===== src/hdl/sfa_regs.vh =====
// Purpose: Shared constants of the fixed-point speech arithmetic unit
// Assumes: Included by bare name from every design file
// Notes: Definitions only, no logic
`ifndef SFA_REGS_VH
`define SFA_REGS_VH

// Operation codes
`define SFA_OP_W 5
`define SFA_OP_ADD 5'h00
`define SFA_OP_SUB 5'h01
`define SFA_OP_MULT 5'h02
`define SFA_OP_MULTR 5'h03
`define SFA_OP_ABS 5'h04
`define SFA_OP_DIV 5'h05
`define SFA_OP_LMULT 5'h06
`define SFA_OP_LADD 5'h07
`define SFA_OP_LSUB 5'h08
`define SFA_OP_NORM 5'h09
`define SFA_OP_SHL 5'h0A
`define SFA_OP_SHR 5'h0B
`define SFA_OP_LSHL 5'h0C
`define SFA_OP_LSHR 5'h0D
`define SFA_OP_WIDEN 5'h0E
`define SFA_OP_NARROW 5'h0F
`define SFA_OP_SMASK 5'h10
`define SFA_OP_PMASK 5'h11

// Saturation limits and arithmetic constants
`define SFA_MAX16 16'h7FFF
`define SFA_MIN16 16'h8000
`define SFA_MAX32 32'h7FFFFFFF
`define SFA_MIN32 32'h80000000
`define SFA_ROUND32 32'h00004000
`define SFA_NORM_EDGE 32'hC0000000
`define SFA_MULT_SHIFT 15
`define SFA_DIV_ITER 15

// Valid-bit masks on received words
`define SFA_SAMPLE_MASK 16'hFFF8
`define SFA_PW_MIN 4'h2
`define SFA_PW_MAX 4'h7

// Frame structure
`define SFA_FRAME_LAST 8'h9F
`define SFA_SEG_LAST 6'h27
`define SFA_LAR_LAST 4'h7
`define SFA_SUB_LAST 5'h10
`define SFA_PULSE_BASE 5'h04

// Parameter kinds announced by the slot sequencer
`define SFA_K_AREA 3'h0
`define SFA_K_LAG 3'h1
`define SFA_K_GAIN 3'h2
`define SFA_K_GRID 3'h3
`define SFA_K_PEAK 3'h4
`define SFA_K_PULSE 3'h5

`endif


===== src/hdl/sfa_div.v =====
// Purpose: Restoring fractional divider, fifteen quotient bits
// Assumes: Caller gives 0 < num <= den with start; both are loaded then
// Notes: Start reloads even while busy; done is a one-cycle pulse
`include "sfa_regs.vh"
`default_nettype none

module sfa_div #(
  parameter ITER = `SFA_DIV_ITER
) (
  // Clock and reset
  input wire clk,
  input wire rst_b,
  // Request
  input wire start,
  input wire [15:0] num,
  input wire [15:0] den,
  // Answer
  output reg done,
  output reg [15:0] quo
);

  // Last step index, cut to the counter width on purpose
  localparam integer ITER_I = ITER - 1;
  localparam [3:0] ITER_M1 = ITER_I[3:0];

  reg [31:0] num_q;
  reg [31:0] den_q;
  reg [3:0] cnt_q;
  reg run_q;
  wire [31:0] shifted;
  wire take;

  // Numerator doubled each step before the trial subtraction
  assign shifted = {num_q[30:0], 1'b0};
  assign take = (shifted >= den_q);

  // One quotient bit per clock
  always @(posedge clk or negedge rst_b)
  begin
    if (!rst_b)
    begin
      num_q <= 32'h00000000;
      den_q <= 32'h00000000;
      cnt_q <= 4'h0;
      run_q <= 1'b0;
      done <= 1'b0;
      quo <= 16'h0000;
    end
    else if (start)
    begin
      num_q <= {16'h0000, num};
      den_q <= {16'h0000, den};
      quo <= 16'h0000;
      cnt_q <= 4'h0;
      run_q <= 1'b1;
      done <= 1'b0;
    end
    else if (run_q)
    begin
      // RL21: restoring iteration step
      if (take)
      begin
        num_q <= shifted - den_q;
        quo <= {quo[14:0], 1'b1};
      end
      else
      begin
        num_q <= shifted;
        quo <= {quo[14:0], 1'b0};
      end
      cnt_q <= cnt_q + 4'h1;
      if (cnt_q == ITER_M1)
      begin
        run_q <= 1'b0;
        done <= 1'b1;
      end
    end
    else
    begin
      done <= 1'b0;
    end
  end

endmodule // sfa_div

`default_nettype wire


===== src/hdl/sfa_alu.v =====
// Purpose: Saturating 16/32-bit fixed-point unit for a speech coder
// Assumes: One clock; callers are logic on the same clock
// Notes: Word results come back sign-extended to 32 bits
// Contract
// RL1: Only signed 16-bit words and signed 32-bit long words are handled.
// RL2: Word sum saturates to +32767 and -32768.
// RL3: Word difference a minus b saturates to +32767 and -32768.
// RL4: Scaled product is product shifted right 15; min times min is 32767.
// RL5: Rounded product adds 16384 before shifting; min times min is 32767.
// RL6: Magnitude of a word; -32768 gives 32767.
// RL7: Quotient needs 0 < num <= den; truncated 16 bits, equal gives 32767.
// RL8: Long product is word product shifted left one; min times min never.
// RL9: Long sum saturates to 2147483647 and -2147483648.
// RL10: Long difference saturates to 2147483647 and -2147483648.
// RL11: Norm counts left shifts bringing a long into its normal range.
// RL12: Left shift zero-fills; negative count shifts right arithmetically.
// RL13: Right shift sign-extends; negative count shifts left zero-filled.
// RL14: Widening puts the word low and sign-extends the upper half.
// RL15: Narrowing keeps the low 16 bits without saturation.
// RL16: Constants in long operations are sign-extended to 32 bits first.
// RL17: Received words keep only valid bits; sample LSBs, parameter MSBs drop.
// RL18: Frames hold 160 samples in four 40-sample sub-segments.
// RL19: Once per frame eight coded area ratios follow the full frame.
// RL20: Each sub-segment yields lag, gain, grid, peak and thirteen pulses.
// RL21: Quotient uses a fifteen-step restoring divider.
// RL22: Every result arrives a fixed number of cycles after acceptance.
`include "sfa_regs.vh"
`default_nettype none

module sfa_alu (
  // Clock and reset
  input wire clk,
  input wire rst_b,
  // Operation request
  input wire op_valid,
  input wire [4:0] op_code,
  input wire [31:0] op_a,
  input wire [31:0] op_b,
  output reg op_ready,
  // Result
  output reg res_valid,
  output reg [31:0] res_data,
  output reg res_sat,
  output reg div_bad,
  // Frame timing
  input wire sample_tick,
  input wire frame_restart,
  output reg [7:0] sample_idx,
  output reg [1:0] subseg_idx,
  output reg subseg_done,
  output reg frame_done,
  // Parameter slot announcements
  output reg param_strobe,
  output reg [2:0] param_kind,
  output reg [3:0] param_index
);

  localparam [1:0] SEQ_IDLE = 2'h0;
  localparam [1:0] SEQ_SUB = 2'h1;
  localparam [1:0] SEQ_FRM = 2'h2;

  // RL1: operands seen as words or long words
  wire [15:0] a16 = op_a[15:0];
  wire [15:0] b16 = op_b[15:0];
  wire accept = op_valid & op_ready;
  wire is_div = (op_code == `SFA_OP_DIV);
  wire div_done;
  wire [15:0] div_quo;

  reg [31:0] res_d;
  reg sat_d;
  reg div_eq_q;
  reg div_bad_q;
  reg [5:0] seg_cnt_q;
  reg [1:0] seq_q;
  reg [4:0] slot_q;
  reg frm_pend_q;

  // Widened sums keep the carry for overflow detection
  wire [16:0] sum17 = {a16[15], a16} + {b16[15], b16};
  wire [16:0] dif17 = {a16[15], a16} - {b16[15], b16};
  wire [32:0] lsum = {op_a[31], op_a} + {op_b[31], op_b};
  wire [32:0] ldif = {op_a[31], op_a} - {op_b[31], op_b};
  wire signed [31:0] prod = $signed(a16) * $signed(b16);
  // RL16: rounding constant held at full 32-bit width
  wire [31:0] prod_r = prod + `SFA_ROUND32;
  wire both_min = (a16 == `SFA_MIN16) && (b16 == `SFA_MIN16);
  wire [15:0] neg16 = 16'h0000 - a16;
  // Pulse number from slot position; slot 16 gives pulse 12, which fits in four bits
  wire [4:0] pulse_idx = slot_q - `SFA_PULSE_BASE;
  wire [15:0] pw = (b16[3:0] < `SFA_PW_MIN) ? {12'h000, `SFA_PW_MIN} :
                   (b16[3:0] > `SFA_PW_MAX) ? {12'h000, `SFA_PW_MAX} :
                   {12'h000, b16[3:0]};
  wire [15:0] pmask = ~(16'hFFFF << pw[3:0]);

  // Signed shift by a signed count; out-of-range counts clamp
  function [31:0] sfa_shift;
    input [31:0] v;
    input [15:0] n;
    input go_left;
    reg [15:0] m;
    reg left;
    reg [5:0] amt;
    begin
      m = n[15] ? (16'h0000 - n) : n;
      left = go_left ^ n[15];
      amt = (m > 16'h0020) ? 6'h20 : m[5:0];
      // Right shift kept apart: an unsigned branch would kill sign fill
      if (left)
        sfa_shift = (amt[5]) ? 32'h00000000 : (v << amt);
      else if (amt[5])
        sfa_shift = {32{v[31]}};
      else
        sfa_shift = $signed(v) >>> amt;
    end
  endfunction

  // Count of redundant sign bits; zero input gives zero
  function [4:0] sfa_norm;
    input [31:0] v;
    integer i;
    reg stop;
    reg [4:0] cnt;
    begin
      cnt = 5'h00;
      stop = 1'b0;
      for (i = 30; i >= 0; i = i - 1)
      begin
        if (!stop && (v[i] == v[31]))
          cnt = cnt + 5'h01;
        else
          stop = 1'b1;
      end
      // Upper bound of the negative range is already normal
      if ((v == 32'h00000000) || (v == `SFA_NORM_EDGE))
        sfa_norm = 5'h00;
      else
        sfa_norm = cnt;
    end
  endfunction

  // Result of every single-cycle operation
  always @*
  begin
    res_d = 32'h00000000;
    sat_d = 1'b0;
    case (op_code)
      `SFA_OP_ADD:
      begin
        // RL2: clamp word sum
        sat_d = sum17[16] ^ sum17[15];
        res_d = {{16{sum17[16]}}, sum17[15:0]};
        if (sat_d)
          res_d = sum17[16] ? {16'hFFFF, `SFA_MIN16} :
                  {16'h0000, `SFA_MAX16};
      end
      `SFA_OP_SUB:
      begin
        // RL3: clamp word difference
        sat_d = dif17[16] ^ dif17[15];
        res_d = {{16{dif17[16]}}, dif17[15:0]};
        if (sat_d)
          res_d = dif17[16] ? {16'hFFFF, `SFA_MIN16} :
                  {16'h0000, `SFA_MAX16};
      end
      `SFA_OP_MULT:
      begin
        // RL4: scaled product with corner
        sat_d = both_min;
        res_d = both_min ? {16'h0000, `SFA_MAX16} :
                {{16{prod[30]}}, prod[30:15]};
      end
      `SFA_OP_MULTR:
      begin
        // RL5: rounded scaled product
        sat_d = both_min;
        res_d = both_min ? {16'h0000, `SFA_MAX16} :
                {{16{prod_r[30]}}, prod_r[30:15]};
      end
      `SFA_OP_ABS:
      begin
        // RL6: magnitude with saturation
        sat_d = (a16 == `SFA_MIN16);
        if (sat_d)
          res_d = {16'h0000, `SFA_MAX16};
        else if (a16[15])
          res_d = {16'h0000, neg16};
        else
          res_d = {16'h0000, a16};
      end
      `SFA_OP_LMULT:
      begin
        // RL8: doubled long product
        sat_d = both_min;
        res_d = both_min ? `SFA_MAX32 : {prod[30:0], 1'b0};
      end
      `SFA_OP_LADD:
      begin
        // RL9: clamp long sum
        sat_d = lsum[32] ^ lsum[31];
        res_d = sat_d ? (lsum[32] ? `SFA_MIN32 : `SFA_MAX32) :
                lsum[31:0];
      end
      `SFA_OP_LSUB:
      begin
        // RL10: clamp long difference
        sat_d = ldif[32] ^ ldif[31];
        res_d = sat_d ? (ldif[32] ? `SFA_MIN32 : `SFA_MAX32) :
                ldif[31:0];
      end
      `SFA_OP_NORM:
      begin
        // RL11: normalisation shift count
        res_d = {27'h0, sfa_norm(op_a)};
      end
      `SFA_OP_SHL:
      begin
        // RL12: word left shift
        res_d = sfa_shift({{16{a16[15]}}, a16}, b16, 1'b1);
        res_d = {{16{res_d[15]}}, res_d[15:0]};
      end
      `SFA_OP_SHR:
      begin
        // RL13: word right shift
        res_d = sfa_shift({{16{a16[15]}}, a16}, b16, 1'b0);
        res_d = {{16{res_d[15]}}, res_d[15:0]};
      end
      `SFA_OP_LSHL:
      begin
        // RL12: long left shift
        res_d = sfa_shift(op_a, b16, 1'b1);
      end
      `SFA_OP_LSHR:
      begin
        // RL13: long right shift
        res_d = sfa_shift(op_a, b16, 1'b0);
      end
      `SFA_OP_WIDEN:
      begin
        // RL14: sign-extending deposit
        res_d = {{16{a16[15]}}, a16};
      end
      `SFA_OP_NARROW:
      begin
        // RL15: low half, no saturation
        res_d = {{16{op_a[15]}}, op_a[15:0]};
      end
      `SFA_OP_SMASK:
      begin
        // RL17: drop invalid sample LSBs
        res_d = {{16{a16[15]}}, a16 & `SFA_SAMPLE_MASK};
      end
      `SFA_OP_PMASK:
      begin
        // RL17: drop invalid parameter MSBs
        res_d = {16'h0000, a16 & pmask};
      end
      default:
      begin
        res_d = 32'h00000000;
        sat_d = 1'b0;
      end
    endcase
  end

  // RL21: divider runs the quotient
  sfa_div #(
    .ITER(`SFA_DIV_ITER)
  ) u_div (
    .clk(clk),
    .rst_b(rst_b),
    .start(accept & is_div),
    .num(a16),
    .den(b16),
    .done(div_done),
    .quo(div_quo)
  );

  // Result register; divide holds off new requests until done
  always @(posedge clk or negedge rst_b)
  begin
    if (!rst_b)
    begin
      op_ready <= 1'b1;
      res_valid <= 1'b0;
      res_data <= 32'h00000000;
      res_sat <= 1'b0;
      div_bad <= 1'b0;
      div_eq_q <= 1'b0;
      div_bad_q <= 1'b0;
    end
    else if (accept && is_div)
    begin
      // RL7: operand check, equality shortcut
      op_ready <= 1'b0;
      res_valid <= 1'b0;
      div_eq_q <= (a16 == b16);
      div_bad_q <= a16[15] || (a16 == 16'h0000) || b16[15] ||
                   (b16 < a16);
    end
    else if (accept)
    begin
      // RL22: one-cycle fixed latency
      res_valid <= 1'b1;
      res_data <= res_d;
      res_sat <= sat_d;
      div_bad <= 1'b0;
    end
    else if (div_done)
    begin
      // RL22: divide latency fixed at seventeen
      op_ready <= 1'b1;
      res_valid <= 1'b1;
      res_data <= div_eq_q ? {16'h0000, `SFA_MAX16} :
                  {16'h0000, div_quo};
      res_sat <= 1'b0;
      div_bad <= div_bad_q;
    end
    else
    begin
      res_valid <= 1'b0;
    end
  end

  // Sample position inside the frame and sub-segment
  always @(posedge clk or negedge rst_b)
  begin
    if (!rst_b)
    begin
      sample_idx <= 8'h00;
      seg_cnt_q <= 6'h00;
      subseg_idx <= 2'h0;
      subseg_done <= 1'b0;
      frame_done <= 1'b0;
    end
    else if (frame_restart)
    begin
      sample_idx <= 8'h00;
      seg_cnt_q <= 6'h00;
      subseg_idx <= 2'h0;
      subseg_done <= 1'b0;
      frame_done <= 1'b0;
    end
    else if (sample_tick)
    begin
      // RL18: 160-sample frame, 40-sample segments
      subseg_done <= (seg_cnt_q == `SFA_SEG_LAST);
      frame_done <= (sample_idx == `SFA_FRAME_LAST);
      if (sample_idx == `SFA_FRAME_LAST)
        sample_idx <= 8'h00;
      else
        sample_idx <= sample_idx + 8'h01;
      if (seg_cnt_q == `SFA_SEG_LAST)
      begin
        seg_cnt_q <= 6'h00;
        subseg_idx <= subseg_idx + 2'h1;
      end
      else
        seg_cnt_q <= seg_cnt_q + 6'h01;
    end
    else
    begin
      subseg_done <= 1'b0;
      frame_done <= 1'b0;
    end
  end

  // Slot sequencer; a segment lasts 40 ticks, longer than 25 slots,
  // so a new segment never lands on a running announcement
  always @(posedge clk or negedge rst_b)
  begin
    if (!rst_b)
    begin
      seq_q <= SEQ_IDLE;
      slot_q <= 5'h00;
      frm_pend_q <= 1'b0;
      param_strobe <= 1'b0;
      param_kind <= `SFA_K_AREA;
      param_index <= 4'h0;
    end
    else if (frame_restart)
    begin
      seq_q <= SEQ_IDLE;
      slot_q <= 5'h00;
      frm_pend_q <= 1'b0;
      param_strobe <= 1'b0;
    end
    else
    begin
      case (seq_q)
        SEQ_IDLE:
        begin
          param_strobe <= 1'b0;
          slot_q <= 5'h00;
          if (subseg_done)
          begin
            seq_q <= SEQ_SUB;
            frm_pend_q <= frame_done;
          end
        end
        SEQ_SUB:
        begin
          // RL20: per-segment code slots
          param_strobe <= 1'b1;
          param_index <= 4'h0;
          case (slot_q)
            5'h00: param_kind <= `SFA_K_LAG;
            5'h01: param_kind <= `SFA_K_GAIN;
            5'h02: param_kind <= `SFA_K_GRID;
            5'h03: param_kind <= `SFA_K_PEAK;
            default:
            begin
              param_kind <= `SFA_K_PULSE;
              param_index <= pulse_idx[3:0];
            end
          endcase
          if (slot_q == `SFA_SUB_LAST)
          begin
            slot_q <= 5'h00;
            seq_q <= frm_pend_q ? SEQ_FRM : SEQ_IDLE;
          end
          else
            slot_q <= slot_q + 5'h01;
        end
        SEQ_FRM:
        begin
          // RL19: eight area ratios per frame
          param_strobe <= 1'b1;
          param_kind <= `SFA_K_AREA;
          param_index <= slot_q[3:0];
          frm_pend_q <= 1'b0;
          if (slot_q[3:0] == `SFA_LAR_LAST)
          begin
            slot_q <= 5'h00;
            seq_q <= SEQ_IDLE;
          end
          else
            slot_q <= slot_q + 5'h01;
        end
        default:
        begin
          seq_q <= SEQ_IDLE;
          param_strobe <= 1'b0;
        end
      endcase
    end
  end

endmodule // sfa_alu

`default_nettype wire


===== config.mk =====
export PLATFORM = sky130hd
export DESIGN_NAME = sfa_alu
export DESIGN_NICKNAME = d
export VERILOG_FILES = /design/src/hdl/sfa_div.v /design/src/hdl/sfa_alu.v
export VERILOG_INCLUDE_DIRS = /design/src /design/src/hdl
export SDC_FILE = /design/constraint.sdc
export NUM_CORES = 2
export LEC_CHECK = 0
export ABC_AREA = 1
export CORE_MARGIN = 5
export CORE_UTILIZATION = 55
export CTS_CLUSTER_DIAMETER = 100
export DETAILED_ROUTE_END_ITERATION = 7
export DONT_BUFFER_PORTS = 1
export PLACE_DENSITY_LB_ADDON = 0.25
export SYNTH_ARGS = -nofsm -noshare
export SYNTH_HDL_FRONTEND = slang
export SYNTH_SLANG_ARGS = --single-unit

===== constraint.sdc =====
create_clock -name clk -period 2.9 [get_ports clk]
set_input_delay 0.145 -clock clk [delete_from_list [all_inputs] [get_ports clk]]
set_output_delay 0.145 -clock clk [all_outputs]
set_load 0.01 [all_outputs]

; ---- After elaboration in Yosys (flattened, before gate mapping)
; Index checks and enable logic that the tools add are counted.
[op_classes]
mul = 1
mux = 208
reduce_logical = 89
n_shift = 5
n_bitwise = 10
magnitude_cmp = 5
addsub = 44
n_eq_ne = 67
[ops]
columns = op, n
row1 = 2-to-1 mux 32 bit, 17
row2 = one-hot mux 32 bit (16 select lines), 1
row3 = 2-to-1 mux 5 bit, 64
row4 = 2-to-1 mux 16 bit, 10
row5 = adder 5 x 1 -> 5 bit (second input constant), 31
row6 = 2-to-1 mux 31 bit, 3
row7 = 2-to-1 mux 1 bit, 86
row8 = == test 5 x 4 -> 1 bit (second input constant), 8
row9 = adder 32 x 32 -> 33 bit, 1
row10 = subtractor 32 x 32 -> 33 bit, 1
row11 = == test 16 bit (second input constant), 2
row12 = == test 32 bit (second input constant), 1
row13 = >= comparator 32 x 16 -> 1 bit, 1
row14 = logical AND 1 bit, 32
row15 = zero test 32 bit, 1
row16 = left shift 32 x 6 -> 16 bit, 1
row17 = left shift 32 x 6 -> 32 bit, 1
row18 = >>> shifter 32 x 6 -> 32 bit, 1
row19 = subtractor 1 x 16 -> 16 bit (first input constant), 2
row20 = adder 31 x 15 -> 31 bit (second input constant), 1
row21 = == test 1 bit, 31
row22 = multiplier 16 x 16 -> 31 bit, 1
row23 = subtractor 31 x 16 -> 31 bit, 1
row24 = zero test 1 bit, 30
row25 = 55 further kinds, 101
[word_totals]
out_inout_bits = 56
elab_cells = 453
inputBits = 74
regBits = 141

; ---- Depth between registers and ports, before layout
[logic_depth]
depth_word = 125
ltp_mapped = 88
ltp_nobuf = 87

; ---- By module
; From an unflattened synthesis, not the netlist that was laid out.
[hier_totals]
hier_cells = 4768
area_unflattened_um2 = 30624.4
[by_module_without_submodules]
columns = module, n_inst, area_each_um2, seq_area_each_um2, cells_each
row1 = sfa_alu, 1, 26112.5, 1803.0, 4107
row2 = sfa_div, 1, 4511.8, 1726.7, 661

; ---- Worst setup path before layout
; No wires, ideal clock.
[synth_timing]
path_type = input to register
startpoint = in op_a[31]
endpoint = reg res_data[4]
setup_ns = 0.127
t_arrival_ns = 9.540
t_required_ns = 2.773
n_path_buf = 1
path_slack_ns = -6.767
cell_stages = 85
cell_sequence = buf_6 inv_4 ha_1 nor2_8 ha_1 nor2_1 nor2_1 ha_1 nand2_1 nand2_1 nand2_1 nand2_1 inv_1 ha_1 nand2_1 o21ai_0 nand2_1 nand2_1 [49 not listed] nand2_1 o21ai_1 ha_1 a21oi_1 nand2_1 ha_1 nor2_1 a31oi_1 ha_1 nand2_1 inv_1 nand3_2 nor2_1 nand3_1 nand3_1 nand2_1 nand2_1 a21oi_2
[synth_via]
elab_chain_len = 125
elab_cells_between_ends = 262
cone_classes = add/sub (32) / eq/ne (32) / shift (2) / mux (132) / bitwise (2) / reduce/logical (62)
[synth_lines]
columns = element, line
row1 = "start, declared", sfa_alu.v:37  ; input wire [31:0] op_a,
row2 = "parallel branches: the longest is 123 deep, another holds adder 5 x 1 -> 5 bit", --
row3 = one-hot mux 32 bit (16 select lines) *, sfa_alu.v:147  ; case (op_code)
row4 = 2-to-1 mux 32 bit *, sfa_alu.v:301  ; else if (accept)
row5 = "end signal, assigned", sfa_alu.v:305  ; res_data <= res_d;
row6 = "end signal, assigned", sfa_alu.v:314  ; res_data <= div_eq_q ? {16'h0000, `SFA_MAX16} :
row7 = "end, declared", sfa_alu.v:42  ; output reg [31:0] res_data,
; Mark *: on every way between the ends. The select of a mux whose other input is x is not followed.
; A chain may end at the register's enable or synchronous reset.

; ---- Worst setup path after layout
; Same ends and word-level chain as after synthesis.

==> impl_metrics.tcl <==
set metrics [dict create \
    syn_inst 4618 \
    critPathMaxFanout 46 \
    syn_to_final_growth_pct 38.5 \
    synthTopCellsByArea "fa_1 17%, nand2_1 13%, dfrtp_1 12%, inv_1 10%, ha_1 9.3%" \
    yosysTopAreaCell "fa_1" \
    fin_crit_sh 3.44 \
    r2r_end "u_div.num_q[29]$_DFFE_PN0P_" \
    wl_per_cell_um 21.8 \
    worstPathRequired_ns 3.26 \
    cts_buffers 17 \
    pre_cts_ws_ns -7.37 \
    r2r_slack_ns -0.14 \
    worst_path_max_delay_cell "ha_1" \
    drtAntennaViolNets 0 \
    port_buffers 0 \
    grt_setup_unrepaired "yes" \
    grt_usage 0.425 \
    clock_path_buffers 2 \
    holdWs_ns -0.599 \
    worst_pin_slew_ns 0.902 \
    num_rows 86 \
    antenna_found_initial 4 \
    drv_cap 0 \
    dpl.cell_count 6057 \
    dr.pass1.iters 8 \
    finalHoldViolCount 141 \
    synth_top_cell_area_share 0.172 \
    setup_viol 39 \
    fin_nets 6114 \
    io_pins 130 \
    place_congestion 1.10 \
    dp_hpwl_um 96800 \
    path_class "primary input to register" \
    endpoint_kind "register" \
    grt_pass1_wl_um 200000 \
    avgSynthCellArea_um2 6.54 \
    dieWidth_um 244 \
    die_h_um 244 \
    nFillCells 4024 \
    drive_above_1_share 0.290 \
    vias_per_cell 5.89 \
    yosysMostFrequentCell "nand2_1" \
    synth_fp_nets 5175 \
    async_reset_ff_frac 1.00 \
    cts_hold_buffers 25 \
    core_mm2 0.0548 \
    fin_ws_ns -7.09 \
    via_count 36935 \
    route.detailed.drc 7 \
    drt_iter0_markers 4720 \
    cp_common_cell "nand2_1" \
    synth_edf_count 0 \
    h-tree-depth 4 \
    first_global_vias 35694 \
    synth_common_cells "1038 x nand2_1, 838 x inv_1, 433 x o21ai_0" \
    clk_latency_ns 0.43 \
    synth_seq_cells 141 \
    maxSlewViolCount 0 \
    root_buffer "clkbuf_16" \
    relSlewSlack 0.383 \
    fin_cells 6276 \
    cp-startpoint "op_a[31]" \
    arrival_ns 10.35 \
    status "finished, violations left" \
    synth_ff_type "dfrtp_1" \
    yosys_warnings 0 \
    synth_cell_types 64 \
    wl_um 137000 \
    slowest_delay_ns 0.31 \
    fin_skew_ns 0.0123 \
    grt_overflow_total 0 \
    failed_checks "design-rule violations, negative hold slack, negative setup slack" \
    rr_worst_depth 19 \
    min_path_type "primary input to asynchronous set/reset pin" \
    start_util 0.552 \
    max_freq_mhz 100 \
    clkTransAtPathRegs_ns 0.07 \
    reg2reg_from "u_div.den_q[1]$_DFFE_PN0P_" \
    cts_tree "built" \
    ys_seq_area_frac 0.117 \
    synth_area_mm2 0.0302 \
    grt_max_degree 142 \
    cts.sinks 141 \
    fin_crit_ns 9.99 \
    fp.dieArea_mm2 0.0597 \
    crit_path_start_kind "primary input" \
]
## area by class of cell
| class | instances | area (um2) | share of cell area |
|---|---|---|---|
| Sequential cell | 141 | 3530 | 0.0843 |
| Timing Repair inverter | 1 | 7.51 | 0.000179 |
| Multi-Input combinational cell | 3399 | 24700 | 0.590 |
| Inverter | 863 | 3290 | 0.0785 |
| Clock inverter | 14 | 148 | 0.00353 |
| Tap cell | 704 | 881 | 0.0210 |
| Antenna cell | 2 | 5.00 | 0.000120 |
| Clock buffer | 18 | 429 | 0.0103 |
| Timing Repair Buffer | 1134 | 8870 | 0.212 |
## cells by family after synthesis
logic type | Yosys count | synth area share
AO/OA/AOI/OAI | 966 | 0.183
XOR/XNOR | 151 | 0.0438
adder cells (fa/ha/maj) | 483 | 0.264
buffers and inverters | 1078 | 0.135
flip-flops | 141 | 0.117
multiplexers | 23 | 0.00762
AND/OR/NAND/NOR | 1776 | 0.250
## worst max-delay path by stage
stage	to	slack [ns]	cells past startpoint
2_1_floorplan	res_data[4]$_DFFE_PN0P_	-6.22	87
3_3_place_gp	res_data[1]$_DFFE_PN0P_	-6.99	79
3_5_place_dp	res_data[1]$_DFFE_PN0P_	-7.37	79
4_1_cts	res_data[4]$_DFFE_PN0P_	-6.40	84
5_1_grt	res_data[4]$_DFFE_PN0P_	-7.48	83
6_report	res_data[4]$_DFFE_PN0P_	-7.09	74
## metrics by stage
step                setup TNS, ns   util  cell area (um2)
global placement          -153.90  0.694            38000
CTS                       -129.73  0.740            40500
global route              -145.76  0.764            41900
finish                    -135.79  0.764            41900
detailed placement        -158.18  0.694            38000
floorplan                 -126.33      -            31100
## registers in the layout, summed over array words and instances (netlist names), 2 cells and up
| signal | cells |
|---|---|
| param_index | 4 |
| param_kind | 3 |
| res_data | 32 |
| sample_idx | 8 |
| seg_cnt_q | 6 |
| seq_q | 2 |
| slot_q | 5 |
| subseg_idx | 2 |
| u_div.cnt_q | 4 |
| u_div.den_q | 16 |
| u_div.num_q | 31 |
| u_div.quo | 16 |
## critical path: cells and delay by family
family                   cells  cell delay, ns
AO/OA/AOI/OAI               13            1.95
adder cells (fa/ha/maj)     13            3.38
AND/OR/NAND/NOR             39            3.94
multiplexers                 1            0.15
buffers and inverters        8            0.75
## placed cells by master (no fill, tap or decap), types with 30 or more instances in the layout
cell / Yosys / final
buf_4: 0 / 1061
nand2_1: 1038 / 946
inv_1: 838 / 801
o21ai_0: 433 / 391
nor2_1: 318 / 274
fa_1: 259 / 254
a21oi_1: 261 / 231
ha_1: 224 / 188
nand3_1: 201 / 168
dfrtp_1: 140 / 139
xor2_1: 124 / 114
nand2_2: 29 / 100
nor3_1: 68 / 51
nand3_2: 21 / 50
a31oi_1: 47 / 43
o211ai_1: 42 / 42
inv_2: 13 / 41
nand4_1: 40 / 40
buf_6: 2 / 35
o21ai_1: 13 / 33
ha_4: 0 / 33
o22ai_1: 31 / 31
a21oi_2: 5 / 30
## repair_timing
item | 4_1_cts | 5_1_grt
pin swaps | 138 | 184
hold endpoints to repair | 179 | 141
setup endpoints to repair | 39 | 55
setup buffers | 125 | 52
cloned | 0 | 1
gates resized for setup | 194 | 246
## metal layers
metal | track usage | vias to the layer above | wire length [um]
met5 | 0 | - | 42
met4 | 0.207 | 6 | 9580
met3 | 0.0768 | 636 | 14900
met2 | 0.685 | 2341 | 60700
met1 | 0.556 | 17262 | 51300
li1 | - | 16690 | -
Power is not shown: default switching activity piles up to over one toggle a cycle in this logic, so the estimate is an artifact.
